`config.mk`:
```
export PLATFORM = sky130hd
export DESIGN_NAME = imu_unit
export DESIGN_NICKNAME = d
export VERILOG_FILES = /design/src/imu_pkg.sv /design/src/imu_unit.sv
export VERILOG_INCLUDE_DIRS = /design/src
export SDC_FILE = /design/constraint.sdc
export NUM_CORES = 1
export LEC_CHECK = 0
export BUFFER_PORTS_ARGS = -buffer_cell sky130_fd_sc_hd__buf_2
export CORE_UTILIZATION = 57
export CTS_CLUSTER_SIZE = 20
export DETAILED_ROUTE_END_ITERATION = 12
export PLACE_DENSITY = 0.79
export RECOVER_POWER = 25
export SLEW_MARGIN = 20
export SYNTH_ARGS = -nofsm -noshare
export SYNTH_HDL_FRONTEND = slang
export SYNTH_SLANG_ARGS = --single-unit
```
`constraint.sdc`:
```
create_clock -name core_clk_i -period 2.1 [get_ports core_clk_i]
set_input_delay 0.315 -clock core_clk_i [delete_from_list [all_inputs] [get_ports core_clk_i]]
set_output_delay 0.315 -clock core_clk_i [all_outputs]
set_load 0.01 [all_outputs]
```
`src/imu_params.svh`:
```
`ifndef IMU_PARAMS_SVH
`define IMU_PARAMS_SVH
`define IMU_OP_ID        8'h02
`define IMU_OP_STATUS    8'h03
`define IMU_OP_PROG      8'h04
`define IMU_OP_USER      8'h05
`define IMU_OP_CFG_NVRD  8'h25
`define IMU_OP_CFG_LO    8'h31
`define IMU_OP_CFG_HI    8'h35
`define IMU_OP_TRIM_LO   8'h41
`define IMU_OP_TRIM_HI   8'h44
`define IMU_OP_MEAS_WR   8'h51
`define IMU_OP_MEAS_RD   8'h52
`define IMU_OP_TAG_LO    8'h61
`define IMU_OP_TAG_HI    8'h65
`define IMU_OP_LOG_ERASE 8'h71
`define IMU_OP_LOG_LO    8'h73
`define IMU_OP_LOG_HI    8'h76
`define IMU_KEY_LO       8'h3d
`define IMU_KEY_HI       8'he5
`define IMU_ADDR_HI_DEF  4'hc
`define IMU_ST_CRC       7
`define IMU_ST_CFG_DONE  6
`define IMU_ST_SA_DONE   5
`define IMU_ST_PROG      4
`define IMU_ST_REFRESH   2
`define IMU_ST_ERASE     0
`define IMU_ST_PGM       15
`define IMU_ST_LOG_CLR   14
`define IMU_ST_LOG_WR    13
`define IMU_ST_LOG_FULL  12
`define IMU_ST_ROW_LSB   8
`endif

```
`src/imu_pkg.sv`:
```
`default_nettype none
package imu_pkg;
    typedef enum logic [3:0] {
        IMU_GRP_NONE, IMU_GRP_ID, IMU_GRP_STATUS, IMU_GRP_PROG, IMU_GRP_USER,
        IMU_GRP_CFG, IMU_GRP_TRIM, IMU_GRP_MEAS, IMU_GRP_TAG, IMU_GRP_LOG
    } imu_grp_t;
    typedef struct packed {
        logic       valid;
        imu_grp_t   grp;
        logic [7:0] code;
    } imu_cmd_t;
    typedef struct packed {
        logic       crc_fail;
        logic       cfg_done;
        logic       sa_done;
        logic       refresh;
        logic       erase_busy;
        logic       prog_busy;
        logic       log_clearing;
        logic       log_writing;
        logic       log_full;
        logic [3:0] row_index;
    } imu_stat_in_t;
endpackage
`default_nettype wire

```
`src/imu_unit.sv`:
```
// Operation
// - first write byte is instruction code
// - 0x02..0x05 id, status, prog, user
// - 0x25, 0x31..0x35 config memory group
// - 0x41..0x44 trim setpoint writes
// - 0x51 measurement write, 0x52 read
// - 0x61..0x65 user tag operations
// - 0x71, 0x73..0x76 fault log group
// - identity read returns one id byte
// - status read low byte then high
// - b7 crc fail, cleared on boot-write
// - b6 b5 done flags after programming
// - b4 programming mode, b3 b1 zero
// - b2 refresh, clears after status high byte read
// - b0 erase busy, b15 program busy
// - b14 log/tag clearing, b13 log writing
// - b12 fault log full
// - b11..b8 last programmed log row
// - 0x04 plus key 0xe53d enters programming
// - 0x05 with no data byte returns to user mode
// - device acks address, code, data
// - read uses repeated start after code
// - address is 4 config bits plus strap
`timescale 1ns/100ps
`default_nettype none
`include "imu_params.svh"
module imu_unit
    import imu_pkg::*;
#(
    parameter logic [7:0] ID_CODE = 8'h5a  // arbitrary value
) (
    // clock and reset
    input  wire logic         core_clk_i,
    input  wire logic         rst_n_i,
    // i2c pins
    input  wire logic         scl_i,
    input  wire logic         sda_i,
    output logic              sda_o,
    output logic              sda_oe_o,
    // address sources
    input  wire logic [3:0]   addr_hi_i,
    input  wire logic         addr_hi_valid_i,
    input  wire logic [2:0]   addr_strap_i,
    // status sources and boot-write start
    input  wire imu_stat_in_t stat_i,
    input  wire logic         boot_write_start_i,
    // decoded command and programming mode flag out
    output imu_cmd_t          cmd_o,
    output logic              programming_state_flag_o
);
    logic rst_s1_q, rst_n_q;
    always_ff @(posedge core_clk_i or negedge rst_n_i) begin
        if (!rst_n_i) begin
            rst_s1_q <= 1'b0;
            rst_n_q  <= 1'b0;
        end else begin
            rst_s1_q <= 1'b1;
            rst_n_q  <= rst_s1_q;
        end
    end

    // two-stage pin sync, then edge history
    logic [1:0] scl_s_q, sda_s_q;
    logic       scl_q, sda_q;
    always_ff @(posedge core_clk_i or negedge rst_n_q) begin
        if (!rst_n_q) begin
            scl_s_q <= 2'b11;
            sda_s_q <= 2'b11;
            scl_q   <= 1'b1;
            sda_q   <= 1'b1;
        end else begin
            scl_s_q <= {scl_s_q[0], scl_i};
            sda_s_q <= {sda_s_q[0], sda_i};
            scl_q   <= scl_s_q[1];
            sda_q   <= sda_s_q[1];
        end
    end
    wire scl = scl_s_q[1];
    wire sda = sda_s_q[1];
    wire scl_rise = scl & ~scl_q;
    wire scl_fall = ~scl & scl_q;
    wire start_c  = scl & scl_q & sda_q & ~sda;
    wire stop_c   = scl & scl_q & ~sda_q & sda;

    function automatic imu_grp_t decode(input logic [7:0] c);
        imu_grp_t g;
        g = IMU_GRP_NONE;
        if (c == `IMU_OP_ID) g = IMU_GRP_ID;
        else if (c == `IMU_OP_STATUS) g = IMU_GRP_STATUS;
        else if (c == `IMU_OP_PROG) g = IMU_GRP_PROG;
        else if (c == `IMU_OP_USER) g = IMU_GRP_USER;
        else if (c == `IMU_OP_CFG_NVRD ||
                 (c >= `IMU_OP_CFG_LO && c <= `IMU_OP_CFG_HI)) g = IMU_GRP_CFG;
        else if (c >= `IMU_OP_TRIM_LO && c <= `IMU_OP_TRIM_HI) g = IMU_GRP_TRIM;
        else if (c == `IMU_OP_MEAS_WR || c == `IMU_OP_MEAS_RD) g = IMU_GRP_MEAS;
        else if (c >= `IMU_OP_TAG_LO && c <= `IMU_OP_TAG_HI) g = IMU_GRP_TAG;
        else if (c == `IMU_OP_LOG_ERASE ||
                 (c >= `IMU_OP_LOG_LO && c <= `IMU_OP_LOG_HI)) g = IMU_GRP_LOG;
        return g;
    endfunction

    typedef enum logic [2:0] {S_IDLE, S_ADDR, S_ACK, S_WBYTE, S_RBYTE, S_RACK, S_IGNORE} imu_st_t;
    imu_st_t    st_q;
    logic [3:0] bit_q;
    logic [7:0] sh_q;
    logic       rd_q, ack_ok_q;
    logic [1:0] byte_q;       // write bytes after address
    logic [7:0] op_q;
    logic [7:0] key_lo_q;
    logic [1:0] rd_idx_q;
    logic       prog_q;

    wire [6:0] own_addr = {addr_hi_valid_i ? addr_hi_i : `IMU_ADDR_HI_DEF,
                           addr_strap_i};

    logic        crc_q, refresh_q;
    logic [15:0] status_w;
    always_comb begin
        status_w = 16'h0000;  // b3 b1 stay zero
        status_w[`IMU_ST_CRC]      = crc_q;
        status_w[`IMU_ST_CFG_DONE] = stat_i.cfg_done;
        status_w[`IMU_ST_SA_DONE]  = stat_i.sa_done;
        status_w[`IMU_ST_PROG]     = prog_q;
        status_w[`IMU_ST_REFRESH]  = refresh_q;
        status_w[`IMU_ST_ERASE]    = stat_i.erase_busy;
        status_w[`IMU_ST_PGM]      = stat_i.prog_busy;
        status_w[`IMU_ST_LOG_CLR]  = stat_i.log_clearing;
        status_w[`IMU_ST_LOG_WR]   = stat_i.log_writing;
        status_w[`IMU_ST_LOG_FULL] = stat_i.log_full;
        status_w[`IMU_ST_ROW_LSB +: 4] = stat_i.row_index;
    end

    logic [7:0] rd_byte;
    always_comb begin
        rd_byte = 8'hff;  // no meaningful data
        if (op_q == `IMU_OP_ID && rd_idx_q == 2'd0) rd_byte = ID_CODE;
        else if (op_q == `IMU_OP_STATUS && rd_idx_q == 2'd0) rd_byte = status_w[7:0];
        else if (op_q == `IMU_OP_STATUS && rd_idx_q == 2'd1) rd_byte = status_w[15:8];
    end

    wire wbyte_done = (st_q == S_WBYTE) && scl_rise && bit_q == 4'd7;
    wire [7:0] wbyte = {sh_q[6:0], sda};

    // byte framing
    always_ff @(posedge core_clk_i or negedge rst_n_q) begin
        if (!rst_n_q) begin
            st_q <= S_IDLE;
            bit_q <= 4'd0;
            sh_q <= 8'h00;
            rd_q <= 1'b0;
            ack_ok_q <= 1'b0;
        end else if (start_c) begin
            st_q <= S_ADDR;  // repeated start keeps op
            bit_q <= 4'd0;
        end else if (stop_c) begin
            st_q <= S_IDLE;
        end else if (scl_rise) begin
            case (st_q)
                S_ADDR, S_WBYTE: begin
                    sh_q <= wbyte;
                    bit_q <= bit_q + 4'd1;
                    if (bit_q == 4'd7) begin
                        if (st_q == S_ADDR) begin
                            rd_q <= sda;
                            ack_ok_q <= (sh_q[6:0] == own_addr);
                            st_q <= (sh_q[6:0] == own_addr) ? S_ACK : S_IGNORE;
                        end else begin
                            ack_ok_q <= 1'b1;
                            st_q <= S_ACK;
                        end
                    end
                end
                S_RBYTE: begin
                    bit_q <= bit_q + 4'd1;
                    if (bit_q == 4'd7) st_q <= S_RACK;
                end
                S_RACK: begin
                    bit_q <= 4'd0;
                    st_q <= sda ? S_IGNORE : S_RBYTE;  // master nack ends read
                end
                S_ACK: begin
                    bit_q <= 4'd0;
                    st_q <= rd_q ? S_RBYTE : S_WBYTE;
                end
                default: ;
            endcase
        end
    end

    // write byte sequencing, code capture, mode key
    always_ff @(posedge core_clk_i or negedge rst_n_q) begin
        if (!rst_n_q) begin
            byte_q <= 2'd0;
            op_q <= 8'h00;
            key_lo_q <= 8'h00;
            prog_q <= 1'b0;
            cmd_o <= '0;
        end else begin
            cmd_o.valid <= 1'b0;
            if (start_c && !rd_q) byte_q <= 2'd0;
            if (st_q == S_ADDR && scl_rise && bit_q == 4'd7 && !sda) byte_q <= 2'd0;
            if (wbyte_done) begin
                if (byte_q != 2'd3) byte_q <= byte_q + 2'd1;
                if (byte_q == 2'd0) begin
                    op_q <= wbyte;
                    cmd_o.valid <= 1'b1;
                    cmd_o.code <= wbyte;
                    cmd_o.grp <= decode(wbyte);
                end else if (op_q == `IMU_OP_PROG && byte_q == 2'd1) begin
                    key_lo_q <= wbyte;
                end else if (op_q == `IMU_OP_PROG && byte_q == 2'd2 &&
                             key_lo_q == `IMU_KEY_LO && wbyte == `IMU_KEY_HI) begin
                    prog_q <= 1'b1;  // key must match
                end
            end
            if (stop_c && op_q == `IMU_OP_USER && byte_q == 2'd1) prog_q <= 1'b0;
        end
    end
    assign programming_state_flag_o = prog_q;

    // status flags; set wins over clear
    wire status_hi_read = st_q == S_RBYTE && scl_rise && bit_q == 4'd7 &&
                          op_q == `IMU_OP_STATUS && rd_idx_q == 2'd1;
    always_ff @(posedge core_clk_i or negedge rst_n_q) begin
        if (!rst_n_q) begin
            crc_q <= 1'b0;
            refresh_q <= 1'b0;
        end else begin
            if (stat_i.crc_fail) crc_q <= 1'b1;
            else if (boot_write_start_i) crc_q <= 1'b0;
            if (stat_i.refresh) refresh_q <= 1'b1;
            else if (status_hi_read) refresh_q <= 1'b0;
        end
    end

    // read index and sda drive
    always_ff @(posedge core_clk_i or negedge rst_n_q) begin
        if (!rst_n_q) begin
            rd_idx_q <= 2'd0;
            sda_o <= 1'b0;
            sda_oe_o <= 1'b0;
        end else begin
            if (start_c) rd_idx_q <= 2'd0;
            else if (st_q == S_RACK && scl_rise && rd_idx_q != 2'd3) rd_idx_q <= rd_idx_q + 2'd1;
            if (scl_fall) begin
                sda_o <= 1'b0;
                sda_oe_o <= 1'b0;
                if (st_q == S_ACK && ack_ok_q) sda_oe_o <= 1'b1;
                else if (st_q == S_RBYTE && !rd_byte[3'd7 - bit_q[2:0]]) sda_oe_o <= 1'b1;
            end
            if (start_c || stop_c) sda_oe_o <= 1'b0;
        end
    end

    property p_unlock;
        @(posedge core_clk_i) disable iff (!rst_n_q)
        $rose(prog_q) |-> $past(op_q) == `IMU_OP_PROG && key_lo_q == `IMU_KEY_LO;
    endproperty
    a_unlock: assert property (p_unlock) else $error("programming_state_flag without key");
    property p_user;
        @(posedge core_clk_i) disable iff (!rst_n_q)
        $fell(prog_q) |-> $past(op_q) == `IMU_OP_USER;
    endproperty
    a_user: assert property (p_user) else $error("user mode on wrong code");
    property p_mode_bit;
        @(posedge core_clk_i) disable iff (!rst_n_q) status_w[`IMU_ST_PROG] == programming_state_flag_o;
    endproperty
    a_mode_bit: assert property (p_mode_bit) else $error("mode bit mismatch");
    property p_resv;
        @(posedge core_clk_i) disable iff (!rst_n_q) status_w[3] == 1'b0 && status_w[1] == 1'b0;
    endproperty
    a_resv: assert property (p_resv) else $error("reserved status bit set");
    property p_reserved_code;
        @(posedge core_clk_i) disable iff (!rst_n_q)
        cmd_o.valid && cmd_o.code == 8'h72 |-> cmd_o.grp == IMU_GRP_NONE;
    endproperty
    a_reserved_code: assert property (p_reserved_code) else $error("reserved code decoded");
    property p_refresh_clr;
        @(posedge core_clk_i) disable iff (!rst_n_q)
        status_hi_read && !stat_i.refresh |=> !refresh_q;
    endproperty
    a_refresh_clr: assert property (p_refresh_clr) else $error("refresh not cleared");
    property p_crc_set;
        @(posedge core_clk_i) disable iff (!rst_n_q) stat_i.crc_fail |=> crc_q;
    endproperty
    a_crc_set: assert property (p_crc_set) else $error("crc flag lost");
    property p_code_capture;
        @(posedge core_clk_i) disable iff (!rst_n_q) cmd_o.valid |-> cmd_o.code == op_q;
    endproperty
    a_code_capture: assert property (p_code_capture) else $error("code not captured");
    property p_trim;
        @(posedge core_clk_i) disable iff (!rst_n_q)
        cmd_o.valid && cmd_o.code == `IMU_OP_TRIM_HI |-> cmd_o.grp == IMU_GRP_TRIM;
    endproperty
    a_trim: assert property (p_trim) else $error("trim code misdecoded");
    c_unlock: cover property (@(posedge core_clk_i) disable iff (!rst_n_q) $rose(prog_q));
    c_user: cover property (@(posedge core_clk_i) disable iff (!rst_n_q) $fell(prog_q));
    c_status: cover property (@(posedge core_clk_i) disable iff (!rst_n_q) status_hi_read);
endmodule
`default_nettype wire

```
Word-level counts from Yosys, hierarchy flattened
Cells that the tools add are included.
{ "op_classes": {"n_addsub": 4, "order_cmp": 9, "n_eq_ne": 31, "mux": 51, "bitwise": 14, "n_reduce_logical": 57} }
{ "op_table": {"columns": ["op", "count"], "rows": [
  ["$mux W4", 13],
  ["$eq A8 B2 Y1 const B", 4],
  ["$eq A8 B3 Y1 const B", 4],
  ["$logic_and A1 B1 Y1", 27],
  ["$mux W13", 2],
  ["$eq A8 B7 Y1 const B", 3],
  ["$ge A8 B7 Y1 const B", 3],
  ["$le A8 B7 Y1 const B", 3],
  ["$mux W3", 8],
  ["$mux W8", 3],
  ["$eq A8 B6 Y1 const B", 2],
  ["$mux W1", 15],
  ["$mux W2", 7],
  ["$reduce_bool A2 Y1", 7],
  ["$pmux W3 S4", 1],
  ["$reduce_and A4 Y1", 3],
  ["$eq A8 B8 Y1 const B", 1],
  ["$ge A8 B6 Y1 const B", 1],
  ["$le A8 B6 Y1 const B", 1],
  ["$pmux W4 S2", 1],
  ["$and A1 B1 Y1", 7],
  ["$eq A7 B7 Y1", 1],
  ["$not A1 Y1", 7],
  ["$eq A3 B2 Y1 const B", 2],
  ["other kinds (25)", 40]
]} }
{ "totals": {"ff_bits": 53, "out_inout_bits": 16, "word_cells": 187} }

Depth between registers and ports, before layout
{ "logic_depth": {"ltp_word": 14, "mapped_depth": 9} }

Worst setup path before layout
Ideal clock, no wire load.
{ "synth_path": {"kind": "register to register", "from": "reg scl_s_q[1]", "to": "reg key_lo_q[0]", "setup_ns": 0.125, "t_arrival_ns": 2.112, "t_required_ns": 1.975, "path_slack_ns": -0.136, "stages_incl_launch_ff": 9, "n_path_buf": 2, "synth_period_minus_slack_ns": 2.236, "path_cell_list": "dfstp_2 > nor2b_4 > nor3b_4 > and2_0 > buf_4 > and3_1 > and3_1 > buf_6 > mux2_2"} }
{ "synth_via": {"elab_chain_len": 4} }
{ "synth_rtl": {"columns": ["element", "line_no", "text"], "rows": [
  ["start, declared", "imu_unit.sv:63", "logic [1:0] scl_s_q, sda_s_q;"],
  ["start signal, assigned", "imu_unit.sv:72", "scl_s_q <= {scl_s_q[0], scl_i};"],
  ["$and A1 B1 Y1", "imu_unit.sv:80", "wire scl_rise = scl & ~scl_q;"],
  ["$logic_and A1 B1 Y1 (2 in series)", "imu_unit.sv:141", "wire wbyte_done = (st_q == S_WBYTE) && scl_rise && bit_q == 4'd7;"],
  ["$reduce_and A3 Y1 (no source line)", null, null],
  ["end signal, assigned", "imu_unit.sv:210", "key_lo_q <= wbyte;"],
  ["end, declared", "imu_unit.sv:109", "logic [7:0] key_lo_q;"]
]} }
Every way passes these cells.
A chain may end at the register's enable or synchronous reset.

Worst setup path after layout
{ "layout_path": {"from": "reg bit_q[0]", "to": "reg st_q[0]"} }
{ "layout_via": {"elab_chain_len": 3} }
{ "layout_rtl": {"columns": ["element", "line_no", "text"], "rows": [
  ["start, declared", "imu_unit.sv:104", "logic [3:0] bit_q;"],
  ["start signal, assigned", "imu_unit.sv:161", "bit_q <= bit_q + 4'd1;"],
  ["start signal, assigned", "imu_unit.sv:174", "bit_q <= bit_q + 4'd1;"],
  ["$eq A4 B3 Y1 *", "imu_unit.sv:162, imu_unit.sv:175", null],
  ["$ne A4 B4 Y1 (no source line) or $ne A4 B3 Y1 (tied branches)", null, null],
  ["$reduce_and A4 Y1 (no source line) *", null, null],
  ["end signal, assigned", "imu_unit.sv:166", "st_q <= (sh_q[6:0] == own_addr) ? S_ACK : S_IGNORE;"],
  ["end signal, assigned", "imu_unit.sv:179", "st_q <= sda ? S_IGNORE : S_RBYTE;"],
  ["end signal, assigned", "imu_unit.sv:183", "st_q <= rd_q ? S_RBYTE : S_WBYTE;"],
  ["end, declared", "imu_unit.sv:103", "imu_st_t st_q;"]
]} }
Every way passes the cells marked *; elsewhere a longest branch is shown, timed or not.

==> parameters.txt <==
Parameter                              Value

Outcome
  Result of the run    finished clean

Synthesis
  Sequential share of the synthesized area    44.98%
  Synthesis Warnings    0
  Flip-flop and latch count after synthesis    53
  Count of flip-flops with a built-in enable after synthesis    0
  Post-synth net total    340
  Count of mapped cells out of synthesis    roughly 310
  Avg Inst Size Synth    9.691 sq um
  Cell variety after synth    55
  Asr flop ratio synth    100.0%
  Syn Std Cell Area    about 0.0030 sq mm
  Most used flip-flop cell after synthesis    sky130_fd_sc_hd__dfrtp_1

Worst setup path
  Required arrival time at the worst endpoint    around 2.3 ns
  Type of the setup path with the least slack    reg -> reg
  Reg-to-reg endpoint    st_q[0]
  Cell count of the worst reg-to-reg path    7
  Launch point of the worst reg-to-reg path    bit_q[0]
  Setup crit start    bit_q[0]
  Max FO, Critical Path    4
  Minimum setup slack among reg-to-reg paths    0.12 ns
  Startpoint types    register
  Element type at the critical path end    register
  Capturing instance or port of the critical path    st_q[0]
  Worst path arrival time    2.19 ns

Power
  Switch Pwr    1287 uW
  PwrDens    968.7 mW/mm^2
  Sequential share of power    45.6%
  Switching part of the total power    39.30%
  Static leakage power    0.001581 uW
  Max VDD drop    0.6779 mV
  Internal power consumption    approximately 2000 uW
  Fraction of power consumed by combinational cells    a little over a third
  Clk network pwr share    18.0%

GRT
  GR Util All Layers    between 20% and 30%
  Initial antenna violation count    0
  Maximum number of pins on one net before global-route repair    28
  Total overflow reported by the global router    0
  Global-route wire length before repair    10.57 mm
  Vias in the first global route    2,323

STA
  Accumulated negative setup slack    0 ns
  Min Clock Period, post-route    1.984 ns
  Worst setup skew after layout    0.007486 ns
  Rel. slew slack    30.28%
  Setup repair after global routing missed its margin    no
  Hold violation count in the final report    0
  Post-route setup slack    0.1155 ns
  Worst Tran Pin Value    1.046 ns
  Maximum clock frequency    between 500 and 600 MHz
  Fin crit share    94.50%
  Final setup viols    0
  Final-report max-slew violation count    0

Clocking
  Clk Latency, worst-skew pair    0.32 ns
  Number of buffers created by CTS    5
  Clock slew at reported path FFs    ~0.09 ns
  Clock Sink Count    53
  Postcts setup bufs    0
  Clock tree from TritonCTS    done
  Max Root-Sink Buffers    2
  Number of levels in the clock H-tree    2
  Buffer type at the clock tree root    sky130_fd_sc_hd__clkbuf_8

Floorplan
  Boundary Pins    42
  Starting utilization of the core area    61.16%
  Die area    0.005495 sq mm
  Chip Height    74.13 um
  Chip Width    74.13 um
  Number of cell rows    25
  Placeable Area    0.004848 sq mm

Place
  Detailed Place HPWL    4.541 mm
  Port Buffers    40
  Post-Place Worst Slack    -0.1165 ns
  Placed Instance Area    0.003278 sq mm
  Routability Congestion    0.8866

Finish
  Growth of design area from synthesis to finish    14.01%
  Number of antenna cells inserted    0
  Fraction of layout cells with a size suffix above 1    roughly 27%
  Final Instance Area    0.003381 sq mm
  Final core area utilization    a little over two thirds
  Nets    383

Route
  Detail-routed via count per cell    5.832
  Wire length reported by the detailed router    6.286 mm
  Average detailed-routed wire length per instance    15.07 um
  DRT iter0 DRCs    174
  DR pass1 iterations    4
  Detail Route Antenna Nets    0
  Total number of vias    between 2,000 and 2,500
  Drt drc    0

Min path
  Type of the tightest min-delay check    in -> reg

Job
  Max_cap viols    0
-- critical path: stages, from the launching register on --
cell	delay, ns
sky130_fd_sc_hd__dfrtp_1	0.39
sky130_fd_sc_hd__ha_1	0.23
sky130_fd_sc_hd__and3b_1	0.23
sky130_fd_sc_hd__o311ai_0	0.40
sky130_fd_sc_hd__nor2_1	0.14
sky130_fd_sc_hd__a31oi_1	0.20
sky130_fd_sc_hd__o21ai_0	0.12
sky130_fd_sc_hd__and2_1	0.17
-- synthesized netlist by cell type, drive strengths merged, types with 4 or more instances --
| master | n | area share, % |
|---|---|---|
| dfrtp | 47 | 40 |
| clkbuf | 17 | 2.2 |
| a211oi | 4 | 1.0 |
| nor4b | 4 | 1.2 |
| nor2 | 12 | 1.5 |
| nor2b | 11 | 2.6 |
| a21oi | 10 | 1.7 |
| nor3 | 8 | 1.4 |
| inv | 8 | 1.0 |
| and2 | 4 | 0.84 |
| nand2 | 41 | 5.2 |
| dfstp | 6 | 5.3 |
| mux2 | 20 | 7.6 |
| buf | 5 | 1.2 |
| ha | 8 | 3.4 |
| a31oi | 6 | 1.3 |
| mux2i | 5 | 1.7 |
| xnor2 | 5 | 1.5 |
| o21ai | 22 | 3.7 |
| nand3 | 10 | 1.7 |
| nand2b | 6 | 1.3 |
-- cells by family after synthesis --
logic type | Yosys count | share of synthesized area (%)
AOI/OAI and AO/OA | 63 | 13.71
xor gates and xnor gates | 8 | 2.363
adders and majority gates | 8 | 3.376
buffers and inverters | 30 | 4.388
DFF | 53 | 44.98
muxes | 26 | 10.04
other | 2 | 0.2533
and+or+nand+nor | 116 | 20.89
-- power by group through the flow --
| stage | registers, uW | logic, uW | clock network (uW) |
|---|---|---|---|
| final | 1490 | 1190 | 589 |
| after floorplan | 1290 | 1050 | 0 |
| after global routing | 1530 | 1330 | 630 |
| after detailed placement | 1500 | 1180 | 0 |
| after global placement | 1490 | 1150 | 0 |
| after CTS | 1480 | 1180 | 596 |
-- final cells by class --
type / instances / area (sq um)
Fill cell: 387 / 1468
Timing Repair Buffer: 58 / 332.8
Inverter: 8 / 30.03
Clock inverter: 2 / 13.76
Tap cell: 67 / 83.83
Multi-Input combinational cell: 223 / 1514
Clock buffer: 6 / 72.57
Sequential cell: 53 / 1334
-- how the worst min path moves through the flow --
stage	from	to	cells past startpoint	slack, ns
after global placement	rst_n_i	rst_s1_q	1	0.10
final	scl_i	scl_s_q[0]	1	0.09
after CTS	scl_i	scl_s_q[0]	1	0.08
after global routing	sda_i	sda_s_q[0]	1	0.08
after floorplan	rst_n_i	rst_n_q	0	0.02
after detailed placement	rst_n_i	rst_s1_q	1	0.11
-- what timing repair did --
| item | CTS | global route |
|---|---|---|
| pin swaps | 0 | 0 |
| hold buffers | 1 | 0 |
| resized for setup | 2 | 2 |
| hold endpoints to repair | 2 | 0 |
| setup endpoints to repair | 8 | 6 |
-- per-layer routing --
layer,up-vias,global-route usage [%],routed length (um)
met4,0,10.47,116
met1,1160,33.95,2868
met5,-,0,0
li1,1168,-,-
met3,15,5.285,332
met2,89,40.30,2968
-- cell usage in the layout, fill, tap and decap left out, types with 10 or more instances in the layout --
master	count
sky130_fd_sc_hd__nand2_1	41
sky130_fd_sc_hd__nor2_1	12
sky130_fd_sc_hd__a21oi_1	10
sky130_fd_sc_hd__mux2_2	20
sky130_fd_sc_hd__nor2b_1	10
sky130_fd_sc_hd__o21ai_0	22
sky130_fd_sc_hd__dfrtp_1	47
sky130_fd_sc_hd__nand3_1	10
sky130_fd_sc_hd__buf_4	16
sky130_fd_sc_hd__buf_2	39
-- stage by stage --
| stage | total power (uW) | hold slack, ns | instances |
|---|---|---|---|
| 6_report | 3275 | 0.09365 | 417 |
| 5_1_grt | 3489 | 0.08212 | 417 |
| 4_1_cts | 3263 | 0.08398 | 417 |
| 3_5_place_dp | 2679 | 0.1069 | 408 |
| 3_3_place_gp | 2647 | 0.1014 | 408 |
| 2_1_floorplan | 2341 | 0.01941 | 306 |
-- flip-flops by register name (all words and copies together), names as in the netlist, 2 cells and up --
name      count
sh_q          7
rd_idx_q      2
sda_s_q       2
op_q          8
byte_q        2
key_lo_q      8
cmd_o         5
bit_q         4
st_q          3
scl_s_q       2
No activity file was read; power rests on OpenSTA's default activity.
